`config.mk`:
```
export PLATFORM = sky130hd
export DESIGN_NAME = gauge_front_end
export DESIGN_NICKNAME = d
export VERILOG_FILES = /design/src/logic/gauge_pkg.sv /design/src/logic/strap_sampler.sv /design/src/logic/discharge_filter.sv /design/src/logic/gauge_front_end.sv
export SDC_FILE = /design/constraint.sdc
export NUM_CORES = 1
export LEC_CHECK = 0
export ABC_AREA = 1
export BUFFER_PORTS_ARGS = -buffer_cell sky130_fd_sc_hd__buf_2
export CAP_MARGIN = 20
export CORE_UTILIZATION = 56
export DETAILED_ROUTE_END_ITERATION = 7
export PLACE_DENSITY = 0.78
export SYNTH_ARGS = -nofsm -noshare
export SYNTH_HDL_FRONTEND = slang
export SYNTH_SLANG_ARGS = --single-unit
export TNS_END_PERCENT = 10
```
`constraint.sdc`:
```
create_clock -name clk -period 4.95 [get_ports clk]
set_input_delay 0.2475 -clock clk [delete_from_list [all_inputs] [get_ports clk]]
set_output_delay 0.2475 -clock clk [all_outputs]
set_load 0.03 [all_outputs]
```
`src/logic/gauge_pkg.sv`:
```
// Shared constants, strap codes, register offsets and lookup functions of the gauge front end
`default_nettype none
package gauge_pkg;

  // Clock rate
  localparam longint CLK_HZ = 40_000_000;

  // Strap settling time before the one-shot sample, in ns
  localparam longint SETTLE_NS = 10_000;
  // Least time, so rounded up
  localparam int SETTLE_CYC = int'((SETTLE_NS * CLK_HZ + 64'd999_999_999) / 64'd1_000_000_000);

  // Discharge quantum of one converter pulse, 3.125 uVh held in nVh
  localparam longint QUANTUM_NVH = 3125;
  // Minimum discharge threshold in uV
  localparam longint MIN_SENSE_UV = 250;
  // Longest pulse spacing still at or above the threshold, rounded down
  localparam longint FILTER_CYC_L = (QUANTUM_NVH * 3600 * CLK_HZ) / (MIN_SENSE_UV * 1000);
  localparam int FILTER_CYC = int'(FILTER_CYC_L);

  // Three-level strap codes
  localparam logic [1:0] CODE_LOW = 2'h0;
  localparam logic [1:0] CODE_FLOAT = 2'h1;
  localparam logic [1:0] CODE_HIGH = 2'h2;

  // Strap count and segment count
  localparam int NUM_STRAPS = 6;
  localparam int NUM_SEGS = 5;

  // Register offsets on the host register port
  localparam logic [7:0] REG_CTRL = 8'h00;
  localparam logic [7:0] REG_FLAGS1 = 8'h01;
  localparam logic [7:0] REG_FULL_CNT = 8'h10;
  localparam logic [7:0] REG_FNAC = 8'h11;
  localparam logic [7:0] REG_DCR = 8'h2e;

  // Field positions
  localparam int CTRL_AUX_BIT = 0;
  localparam int FLAGS_INIT_BIT = 0;
  localparam int FLAGS_AUX_BIT = 6;

  // Reset values
  localparam logic [15:0] DCR_RESET = 16'h0000;
  localparam logic [15:0] ZERO_CAP = 16'h0000;

  // Full count selected by the first two straps
  function automatic logic [15:0] full_count(input logic [1:0] c1, input logic [1:0] c2);
    case ({c1, c2})
      {CODE_HIGH, CODE_HIGH}: full_count = 16'hbc00;
      {CODE_HIGH, CODE_FLOAT}: full_count = 16'hb400;
      {CODE_HIGH, CODE_LOW}: full_count = 16'ha900;
      {CODE_FLOAT, CODE_HIGH}: full_count = 16'h9c00;
      {CODE_FLOAT, CODE_FLOAT}: full_count = 16'h9600;
      {CODE_FLOAT, CODE_LOW}: full_count = 16'h8d00;
      {CODE_LOW, CODE_HIGH}: full_count = 16'h7c00;
      {CODE_LOW, CODE_FLOAT}: full_count = 16'h7100;
      default: full_count = 16'h6600;
    endcase
  endfunction

  // Number of display segments chosen by the display-mode strap
  function automatic logic [2:0] seg_count(input logic [1:0] c);
    case (c)
      CODE_HIGH: seg_count = 3'h5;
      CODE_FLOAT: seg_count = 3'h4;
      default: seg_count = 3'h2;
    endcase
  endfunction

endpackage
`default_nettype wire

```
`src/logic/strap_sampler.sv`:
```
// One-shot sampler and decoder of the three-level configuration straps
`timescale 1ns/1ps
`default_nettype none
module strap_sampler #(
  parameter int SETTLE = gauge_pkg::SETTLE_CYC
) (
  // Clock and reset
  input wire logic clk,
  input wire logic rst,
  // Pin comparators: above upper level, below lower level
  input wire logic [gauge_pkg::NUM_STRAPS-1:0] strap_above,
  input wire logic [gauge_pkg::NUM_STRAPS-1:0] strap_below,
  // Latched codes and completion
  output logic [2*gauge_pkg::NUM_STRAPS-1:0] codes,
  output logic done
);

  // Sampler states
  typedef enum logic [1:0] {S_SETTLE, S_SAMPLE, S_DONE} samp_state_t;

  samp_state_t state_r, state_nxt;
  logic [15:0] cnt_r; // Settle counter
  logic [2*gauge_pkg::NUM_STRAPS-1:0] codes_r; // Latched codes
  logic [2*gauge_pkg::NUM_STRAPS-1:0] dec_w; // Live decode

  // Pin levels to two-bit code
  function automatic logic [1:0] decode(input logic above, input logic below);
    if (above) begin
      decode = gauge_pkg::CODE_HIGH;
    end else if (below) begin
      decode = gauge_pkg::CODE_LOW;
    end else begin
      decode = gauge_pkg::CODE_FLOAT;
    end
  endfunction

  // Decode every strap
  genvar gi;
  generate
    for (gi = 0; gi < gauge_pkg::NUM_STRAPS; gi++) begin : g_dec
      assign dec_w[2*gi +: 2] = decode(strap_above[gi], strap_below[gi]);
    end
  endgenerate

  // Next state
  always_comb begin
    state_nxt = state_r;
    case (state_r)
      S_SETTLE: if (cnt_r == 16'(SETTLE - 1)) state_nxt = S_SAMPLE;
      S_SAMPLE: state_nxt = S_DONE;
      S_DONE: state_nxt = S_DONE;
      default: state_nxt = S_SETTLE;
    endcase
  end

  // Settle, then sample exactly once
  always_ff @(posedge clk) begin
    if (rst) begin
      state_r <= S_SETTLE;
      cnt_r <= 16'h0000;
      codes_r <= '0;
    end else begin
      state_r <= state_nxt;
      if (state_r == S_SETTLE) cnt_r <= cnt_r + 16'h0001;
      if (state_r == S_SAMPLE) codes_r <= dec_w;
    end
  end

  assign codes = codes_r;
  assign done = (state_r == S_DONE);

  // Codes never change once sampled
  property p_codes_hold;
    @(posedge clk) disable iff (rst) done |=> $stable(codes_r);
  endproperty
  a_codes_hold: assert property (p_codes_hold) else $error("strap codes moved");

  // Sampling is not done in the first three cycles after reset
  property p_done_time;
    @(posedge clk) $fell(rst) |-> !done [*3];
  endproperty
  a_done_time: assert property (p_done_time) else $error("sampling ended early");

endmodule
`default_nettype wire

```
`src/logic/discharge_filter.sv`:
```
// Magnitude filter that passes converter pulses only at or above the minimum rate
`timescale 1ns/1ps
`default_nettype none
module discharge_filter #(
  parameter int MAX_GAP = gauge_pkg::FILTER_CYC
) (
  // Clock and reset
  input wire logic clk,
  input wire logic rst,
  // Converter pulse and its polarity
  input wire logic conv_pulse,
  input wire logic conv_positive,
  input wire logic enable,
  // One-cycle pulse per counted quantum
  output logic count_pulse
);

  logic [31:0] gap_r; // Cycles since last positive pulse, saturating
  logic armed_r; // Last pulse seen was positive
  logic cnt_r; // Registered count pulse
  logic take_w; // Positive pulse seen
  logic in_rate_w; // Spacing within the threshold rate
  logic sat_w; // Gap counter beyond limit

  assign take_w = enable && conv_pulse && conv_positive;
  assign sat_w = (gap_r > 32'(MAX_GAP));
  assign in_rate_w = armed_r && !sat_w;

  // Measure pulse spacing; count only a quick enough pulse
  always_ff @(posedge clk) begin
    if (rst) begin
      gap_r <= 32'h0000_0000;
      armed_r <= 1'b0;
      cnt_r <= 1'b0;
    end else begin
      cnt_r <= take_w && in_rate_w;
      if (take_w) begin
        gap_r <= 32'h0000_0001;
        armed_r <= 1'b1;
      end else if (enable && conv_pulse) begin
        // Negative sense is not discharge
        armed_r <= 1'b0;
      end else if (!sat_w) begin
        gap_r <= gap_r + 32'h0000_0001;
      end
    end
  end

  assign count_pulse = cnt_r;

  // A count follows only a positive pulse in rate
  property p_count_cause;
    @(posedge clk) disable iff (rst) count_pulse |-> $past(take_w) && $past(in_rate_w);
  endproperty
  a_count_cause: assert property (p_count_cause) else $error("count without cause");

  // A slow pulse is never counted
  property p_slow_blocked;
    @(posedge clk) disable iff (rst) (take_w && sat_w) |=> !count_pulse;
  endproperty
  a_slow_blocked: assert property (p_slow_blocked) else $error("slow pulse counted");

endmodule
`default_nettype wire

```
`src/logic/gauge_front_end.sv`:
```
// Digital front end of the primary-cell capacity monitor
`timescale 1ns/1ps
`default_nettype none
module gauge_front_end #(
  parameter int FILTER_GAP = gauge_pkg::FILTER_CYC,
  parameter int SETTLE = gauge_pkg::SETTLE_CYC
) (
  // Clock and reset
  input wire logic clk,
  input wire logic rst,
  // Strap comparators on the shared pins
  input wire logic [gauge_pkg::NUM_STRAPS-1:0] strap_above,
  input wire logic [gauge_pkg::NUM_STRAPS-1:0] strap_below,
  // Display push-button, active low
  input wire logic display_enable_n,
  // Converter pulses
  input wire logic conv_pulse,
  input wire logic conv_positive,
  // Host register port from the link decoder
  input wire logic host_wr,
  input wire logic host_rd,
  input wire logic [7:0] host_addr,
  input wire logic [15:0] host_wdata,
  output logic [15:0] host_rdata,
  output logic host_rvalid,
  // Common LED source pin
  output logic led_common_source_o,
  output logic led_common_source_oe_n,
  // Segment pins
  output logic [gauge_pkg::NUM_SEGS-1:0] led_segment_out_o,
  output logic [gauge_pkg::NUM_SEGS-1:0] led_segment_out_oe_n,
  // Open-drain auxiliary pin
  output logic aux_drain_output_o,
  output logic aux_drain_output_oe_n,
  // Latched configuration
  output logic [1:0] scale_code,
  output logic [1:0] comp_code,
  output logic init_done
);

  // Sampler and filter results
  logic [2*gauge_pkg::NUM_STRAPS-1:0] codes_w; // All strap codes
  logic done_w; // Sampling complete
  logic count_w; // Filtered discharge quantum

  // Gauge registers
  logic [15:0] full_cnt_r; // Programmed full count
  logic [15:0] fnac_r; // Full reference capacity
  logic [15:0] dcr_r; // Discharge count
  logic aux_r; // Host request to pull aux pin low
  logic done_d_r; // Sampling complete, delayed
  logic [2:0] nseg_r; // Segments in use

  // Output flops
  logic [15:0] rdata_r;
  logic rvalid_r;
  logic src_oe_n_r;
  logic [gauge_pkg::NUM_SEGS-1:0] seg_oe_n_r;
  logic aux_oe_n_r;
  logic [1:0] scale_r;
  logic [1:0] comp_r;

  // Strap sampler
  strap_sampler #(
    .SETTLE(SETTLE)
  ) u_straps (
    .clk(clk),
    .rst(rst),
    .strap_above(strap_above),
    .strap_below(strap_below),
    .codes(codes_w),
    .done(done_w)
  );

  // Magnitude filter, active once configured
  discharge_filter #(
    .MAX_GAP(FILTER_GAP)
  ) u_filter (
    .clk(clk),
    .rst(rst),
    .conv_pulse(conv_pulse),
    .conv_positive(conv_positive),
    .enable(done_w),
    .count_pulse(count_w)
  );

  // Strap fields
  wire [1:0] c1_w = codes_w[1:0];
  wire [1:0] c2_w = codes_w[3:2];
  wire [1:0] c3_w = codes_w[5:4];
  wire [1:0] c4_w = codes_w[7:6];
  wire [1:0] c5_w = codes_w[9:8];
  wire [1:0] c6_w = codes_w[11:10];

  // First cycle after sampling ends
  wire load_w = done_w && !done_d_r;
  // Full count looked up from the first two straps
  wire [15:0] full_sel_w = gauge_pkg::full_count(c1_w, c2_w);
  // Initial capacity from the sixth strap
  wire [15:0] fnac_init_w = (c6_w == gauge_pkg::CODE_HIGH) ? full_sel_w : gauge_pkg::ZERO_CAP;

  // Host write decodes
  wire wr_ctrl_w = host_wr && (host_addr == gauge_pkg::REG_CTRL);
  wire wr_fnac_w = host_wr && (host_addr == gauge_pkg::REG_FNAC);
  wire wr_dcr_w = host_wr && (host_addr == gauge_pkg::REG_DCR);

  // Latch configuration once sampling finishes
  always_ff @(posedge clk) begin
    if (rst) begin
      done_d_r <= 1'b0;
      full_cnt_r <= gauge_pkg::ZERO_CAP;
      nseg_r <= 3'h0;
      scale_r <= gauge_pkg::CODE_LOW;
      comp_r <= gauge_pkg::CODE_LOW;
    end else begin
      done_d_r <= done_w;
      if (load_w) begin
        full_cnt_r <= full_sel_w;
        scale_r <= c3_w;
        comp_r <= c4_w;
        nseg_r <= gauge_pkg::seg_count(c5_w);
      end
    end
  end

  // Full reference: strap-chosen at init, host may overwrite
  always_ff @(posedge clk) begin
    if (rst) begin
      fnac_r <= gauge_pkg::ZERO_CAP;
    end else if (load_w) begin
      fnac_r <= fnac_init_w;
    end else if (wr_fnac_w) begin
      fnac_r <= host_wdata;
    end
  end

  // Discharge counter; a host write takes the place of a count
  always_ff @(posedge clk) begin
    if (rst) begin
      dcr_r <= gauge_pkg::DCR_RESET;
    end else if (load_w) begin
      dcr_r <= gauge_pkg::DCR_RESET;
    end else if (wr_dcr_w) begin
      dcr_r <= host_wdata;
    end else if (count_w && dcr_r != 16'hffff) begin
      dcr_r <= dcr_r + 16'h0001;
    end
  end

  // Auxiliary pin request from host commands
  always_ff @(posedge clk) begin
    if (rst) begin
      aux_r <= 1'b0;
    end else if (wr_ctrl_w) begin
      aux_r <= host_wdata[gauge_pkg::CTRL_AUX_BIT];
    end
  end

  // Remaining capacity, floored at zero
  wire [15:0] avail_w = (fnac_r > dcr_r) ? (fnac_r - dcr_r) : 16'h0000;
  // Capacity times segment count, compared with full count steps
  wire [18:0] avail_x_w = 19'(avail_w) * 19'(nseg_r);

  // Segment lighting decision per segment
  logic [gauge_pkg::NUM_SEGS-1:0] lit_w;
  genvar gs;
  generate
    for (gs = 0; gs < gauge_pkg::NUM_SEGS; gs++) begin : g_seg
      wire [18:0] step_w = 19'(full_cnt_r) * 19'(gs);
      assign lit_w[gs] = (3'(gs) < nseg_r) && (avail_x_w > step_w);
    end
  endgenerate

  // Display is on only while the button holds the input low
  wire show_w = done_d_r && !display_enable_n;

  // Pin drivers
  always_ff @(posedge clk) begin
    if (rst) begin
      src_oe_n_r <= 1'b1;
      seg_oe_n_r <= '1;
      aux_oe_n_r <= 1'b1;
    end else begin
      src_oe_n_r <= !show_w;
      seg_oe_n_r <= show_w ? ~lit_w : '1;
      aux_oe_n_r <= !aux_r;
    end
  end

  // Flags register view
  logic [15:0] flags_w;
  always_comb begin
    flags_w = 16'h0000;
    flags_w[gauge_pkg::FLAGS_INIT_BIT] = done_d_r;
    flags_w[gauge_pkg::FLAGS_AUX_BIT] = !aux_oe_n_r;
  end

  // Read multiplexer; unmapped offsets read zero
  logic [15:0] rmux_w;
  always_comb begin
    case (host_addr)
      gauge_pkg::REG_CTRL: rmux_w = {15'h0000, aux_r};
      gauge_pkg::REG_FLAGS1: rmux_w = flags_w;
      gauge_pkg::REG_FULL_CNT: rmux_w = full_cnt_r;
      gauge_pkg::REG_FNAC: rmux_w = fnac_r;
      gauge_pkg::REG_DCR: rmux_w = dcr_r;
      default: rmux_w = 16'h0000;
    endcase
  end

  // Read answer one cycle after the request
  always_ff @(posedge clk) begin
    if (rst) begin
      rdata_r <= 16'h0000;
      rvalid_r <= 1'b0;
    end else begin
      rvalid_r <= host_rd;
      if (host_rd) rdata_r <= rmux_w;
    end
  end

  // Outputs
  assign host_rdata = rdata_r;
  assign host_rvalid = rvalid_r;
  assign led_common_source_o = 1'b1;
  assign led_common_source_oe_n = src_oe_n_r;
  assign led_segment_out_o = '0;
  assign led_segment_out_oe_n = seg_oe_n_r;
  assign aux_drain_output_o = 1'b0;
  assign aux_drain_output_oe_n = aux_oe_n_r;
  assign scale_code = scale_r;
  assign comp_code = comp_r;
  assign init_done = done_d_r;

  // Common source stays off until sampling is over
  property p_src_init;
    @(posedge clk) disable iff (rst) !done_w |=> led_common_source_oe_n [*2];
  endproperty
  a_src_init: assert property (p_src_init) else $error("source on during init");

  // Source on only a cycle after the button is held low
  property p_src_idle;
    @(posedge clk) disable iff (rst)
      !led_common_source_oe_n |-> $past(!display_enable_n) && $past(done_d_r);
  endproperty
  a_src_idle: assert property (p_src_idle) else $error("source on while off");

  // Any sinking segment implies the source is on
  property p_seg_sink;
    @(posedge clk) disable iff (rst) (led_segment_out_oe_n != '1) |-> !led_common_source_oe_n;
  endproperty
  a_seg_sink: assert property (p_seg_sink) else $error("segment without source");

  // Released input turns the display off next cycle
  property p_dark_off;
    @(posedge clk) disable iff (rst)
      display_enable_n |=> led_common_source_oe_n && (led_segment_out_oe_n == '1);
  endproperty
  a_dark_off: assert property (p_dark_off) else $error("display on when disabled");

  // Load of configuration sets capacity by the sixth strap
  property p_init_cap;
    @(posedge clk) disable iff (rst)
      load_w |=> (dcr_r == 16'h0000) && (fnac_r == $past(fnac_init_w))
        && (full_cnt_r == $past(full_sel_w));
  endproperty
  a_init_cap: assert property (p_init_cap) else $error("bad initial capacity");

  // Aux pin follows the written control bit two cycles after the write
  property p_aux_mirror;
    @(posedge clk) disable iff (rst)
      wr_ctrl_w |=> ##1 (aux_drain_output_oe_n == !$past(host_wdata[0], 2));
  endproperty
  a_aux_mirror: assert property (p_aux_mirror) else $error("aux pin not as commanded");

  // In two-segment mode, segments 2 to 4 never light
  property p_mode_segs;
    @(posedge clk) disable iff (rst)
      (nseg_r == 3'h2) |-> led_segment_out_oe_n[4:2] == 3'h7;
  endproperty
  a_mode_segs: assert property (p_mode_segs) else $error("segment outside mode lit");

  // A filtered quantum advances the counter by one
  property p_dcr_step;
    @(posedge clk) disable iff (rst)
      (count_w && !wr_dcr_w && !load_w && dcr_r != 16'hffff) |=> dcr_r == $past(dcr_r) + 16'h0001;
  endproperty
  a_dcr_step: assert property (p_dcr_step) else $error("discharge count missed");

  // Segments stay released before sampling completes
  property p_seg_init;
    @(posedge clk) disable iff (rst) !done_d_r |=> led_segment_out_oe_n == '1;
  endproperty
  a_seg_init: assert property (p_seg_init) else $error("segment driven in init");

  // Main scenarios
  c_display_on: cover property (@(posedge clk) disable iff (rst) !led_common_source_oe_n);
  c_count: cover property (@(posedge clk) disable iff (rst) count_w);
  c_aux_low: cover property (@(posedge clk) disable iff (rst) !aux_drain_output_oe_n);
  c_read: cover property (@(posedge clk) disable iff (rst) host_rvalid);

endmodule
`default_nettype wire

```
==> flow_metrics.env <==
export IMPL_status="complete, no violations"
export IMPL_setup_ws_ns=0.221
export IMPL_fmax_mhz=211
export IMPL_drt_iter0_drc=792
export IMPL_clock_latency_ns=0.43
export IMPL_die_x_um=143
export IMPL_fin_nets=1919
export IMPL_yosys_cell_types_count=52
export IMPL_power_density_nw_per_um2=200
export IMPL_area_growth_syn_to_layout_pct=17.1
export IMPL_ys_async_sr_fraction_pct=0
export IMPL_synth_largest_area_cell="dfxtp_1"
export IMPL_grt_start_max_net_pins=41
export IMPL_final_cells=2048
export IMPL_path_clk_slew_ns=0.07
export IMPL_core_region_area_um2=19400
export IMPL_seq_power_share_pct=45.5
export IMPL_io_buffers=71
export IMPL_synthTopCellsByCount="457 x nand2_1, 215 x inv_1, 175 x nor2_1"
export IMPL_seq_area_frac_synth_pct=26.2
export IMPL_dr_wl_met2_mm=14.5
export IMPL_yosys_warnings=0
export IMPL_grt_pass1_vias=10300
export IMPL_num_rows=51
export IMPL_p_leak_nw=5.69
export IMPL_place_area_um2=11700
export IMPL_synth_edff_count=0
export IMPL_cts_max_level=4
export IMPL_maxSlewViolCount=0
export IMPL_finalHoldViolations=0
export IMPL_ir_drop_v=0.000274
export IMPL_p_int_mw=1.93
export IMPL_clock_sinks=145
export IMPL_start_util_pct=57.0
export IMPL_dp_hpwl_mm=23.6
export IMPL_regArea_um2=2910
export IMPL_design_area_um2=12900
export IMPL_dr_pass1_iters=5
export IMPL_hold_path_class="in -> reg"
export IMPL_tightest_slew_ns=1.03
export IMPL_pwr_share_comb_pct=4.2
export IMPL_setup_violations_final=0
export IMPL_drive_above_1_share_pct=15.9
export IMPL_preCtsSetupSlack_ns=-0.0350
export IMPL_grt_use_total_pct=30.3
export IMPL_p_sw_mw=0.656
export IMPL_grt_pass1_wl_mm=49.1
export IMPL_post_synth_top_count_cell="nand2_1"
export IMPL_synth_ff_type="dfxtp_1"
export IMPL_die_area_um2=20300
export IMPL_path_class="reg -> reg"
export IMPL_regToRegStartpoint="dcr_r[7]$_SDFFE_PP0P_"
export IMPL_num_fill_cells=1799
export IMPL_critPathLaunchType="register"
export IMPL_vias=11300
export IMPL_arrival_ns=5.11
export IMPL_timing_final_crit_period_ns=4.73
export IMPL_drt_met1_wl_mm=14.0
export IMPL_postRouteAntennaNets=0
export IMPL_syn_cell_area_um2=11100
export IMPL_worst_setup_path_end_kind="register"
export IMPL_multi_input_area_um2=7610
export IMPL_post_synth_main_area_contributors="dfxtp_1 26%, nand2_1 16%, ha_1 10%"
export IMPL_sw_frac_of_total_pct=25.4
export IMPL_syn_area_per_cell_um2=6.58
export IMPL_drt_wl_total_mm=31.0
export IMPL_min_from="strap_below[5]"
export IMPL_cts_hold_buf=0
export IMPL_yosysTopAreaCellShare_pct=26.2
export IMPL_via_per_inst=5.50
export IMPL_wl_per_cell_um=15.1
export IMPL_ys_seq_elements=145
export IMPL_place_gp_congestion=0.958
export IMPL_tritoncts="built"
export IMPL_syn_inst=1681
export IMPL_hold_ws_ns=0.0646
export IMPL_relSlewSlack_pct=31.2
export IMPL_p_clk_share_pct=50.3
export IMPL_dp_cells=2009
export IMPL_antenna_found_initial=3
export IMPL_crit_path_max_fanout=6
export IMPL_io_pins=79
export IMPL_clk_path_buf_depth=2
export IMPL_finClkSkew_ns=0.0131
export IMPL_maxCapViolCount=0
export IMPL_crit_path_start="dcr_r[7]$_SDFFE_PP0P_"
export IMPL_top_layer="met5"
export IMPL_met3_length_mm=1.70
export IMPL_drc=0
export IMPL_p_total_mw=2.59
export IMPL_period_share_pct=95.5
export IMPL_required_ns=5.33
export IMPL_dieHeight_um=143
export IMPL_gr_total_overflow=0
export IMPL_root_buffer="clkbuf_16"
export IMPL_cts_buffers=17
final cells by class:
class                      instances  share of cell area, %
multi-input combinational       1269                   58.8
sequential                       145                   22.5
inverter                         224                   6.53
timing repair buffer             110                   5.06
clock buffer                      19                   3.42
tap                              265                   2.56
clock inverter                    13                   1.11
antenna                            3                 0.0580
flip-flops by register name, indices dropped and copies added, names as in the netlist, 5 cells and up:
signal,flops
full_cnt_r,8
full_sel_w,8
u_straps.cnt_r,16
host_rdata,16
fnac_r,16
led_segment_out_oe_n,5
u_straps.codes,12
dcr_r,16
u_filter.gap_r,32
timing repair:
item,4_1_cts,5_1_grt
pin swaps,0,19
setup buffers,0,4
setup endpoints to repair,1,4
resized for setup,2,116
power by group through the flow:
| stage | Sequential (mW) | Combinational (mW) | Clock, mW |
|---|---|---|---|
| after floorplan | 1.20 | 0.0683 | 0 |
| after global placement | 1.20 | 0.102 | 0 |
| after detailed placement | 1.20 | 0.103 | 0 |
| after CTS | 1.18 | 0.103 | 1.31 |
| after global routing | 1.18 | 0.119 | 1.37 |
| final | 1.18 | 0.108 | 1.30 |
placed cells by master, fill, tap and decap left out, types with 6 or more instances in the layout:
cell type and count:
nand2_1 431, inv_1 209, nor2_1 164, dfxtp_1 138, a21oi_1 135, nand3_1 87, buf_2 71, ha_1 62
o21ai_0 59, xor2_1 45, nor3_1 39, buf_4 38, nand2_2 30, ha_4 27, nand4_1 25, clkbuf_16 17
fa_1 15, xnor2_1 13, inv_2 12, nor2_2 12, o211ai_1 12, o22ai_1 11, nand3_2 10, a31oi_1 9
nand2_4 7, conb_1 7, dfxtp_2 7, nor3_2 6, nor2_4 6
worst max-delay path, cell delays in order (launching register included):
cell	delay [ns]
dfxtp_2	0.37
inv_1	0.11
ha_4	0.30
buf_4	0.11
nand2_1	0.07
nor2_1	0.22
nand3_1	0.09
o21ai_0	0.25
xnor2_1	0.10
nor2_1	0.18
nand2_1	0.12
fa_1	0.55
inv_1	0.07
ha_4	0.29
nand2_1	0.08
nor3_2	0.18
and2_1	0.15
nand2_1	0.07
nand2_1	0.07
nand2_1	0.06
nand2_2	0.10
inv_1	0.09
ha_4	0.28
nand2_1	0.06
nor4_2	0.30
nand4_1	0.11
or2_1	0.22
nand2_1	0.06
path summary, 6_finish.rpt:
| kind | endpoint | slack (ns) | cells after the start |
|---|---|---|---|
| max | led_segment_out_oe_n[4]$_SDFF_PP1_ | 0.22 | 27 |
| min reg2reg | aux_drain_output_oe_n$_SDFF_PP1_ | 0.41 | 1 |
| min | u_straps.codes[10]$_SDFFE_PP0P_ | 0.06 | 4 |
| max reg2reg | led_segment_out_oe_n[4]$_SDFF_PP1_ | 0.22 | 27 |
per-stage QoR:
step | util (%) | TNS (ns)
finish | 66.8 | 0
detailed placement | 60.6 | -0.0350
CTS | 63.6 | 0
global placement | 60.6 | 0
floorplan | - | 0
global route | 66.7 | -0.163
layer usage:
layer	vias up	track usage, %
met3	63	5.22
met1	5255	39.4
li1	5610	-
met2	342	50.4
met5	-	0
met4	2	10.4
kinds of logic (layout without fill, tap and decap cells):
logic type / after synthesis / in the layout / share of synthesized area [%]
AND/OR/NAND/NOR: 839 / 839 / 32.9
buffers and inverters: 272 / 366 / 10.1
AO/OA/AOI/OAI: 256 / 256 / 12.6
flip-flops: 145 / 145 / 26.2
adder cells (fa/ha/maj): 109 / 109 / 13.5
XOR/XNOR: 58 / 58 / 4.59
other: 2 / 10 / 0.0679
Note: power is estimated with default switching activity, not from simulation.
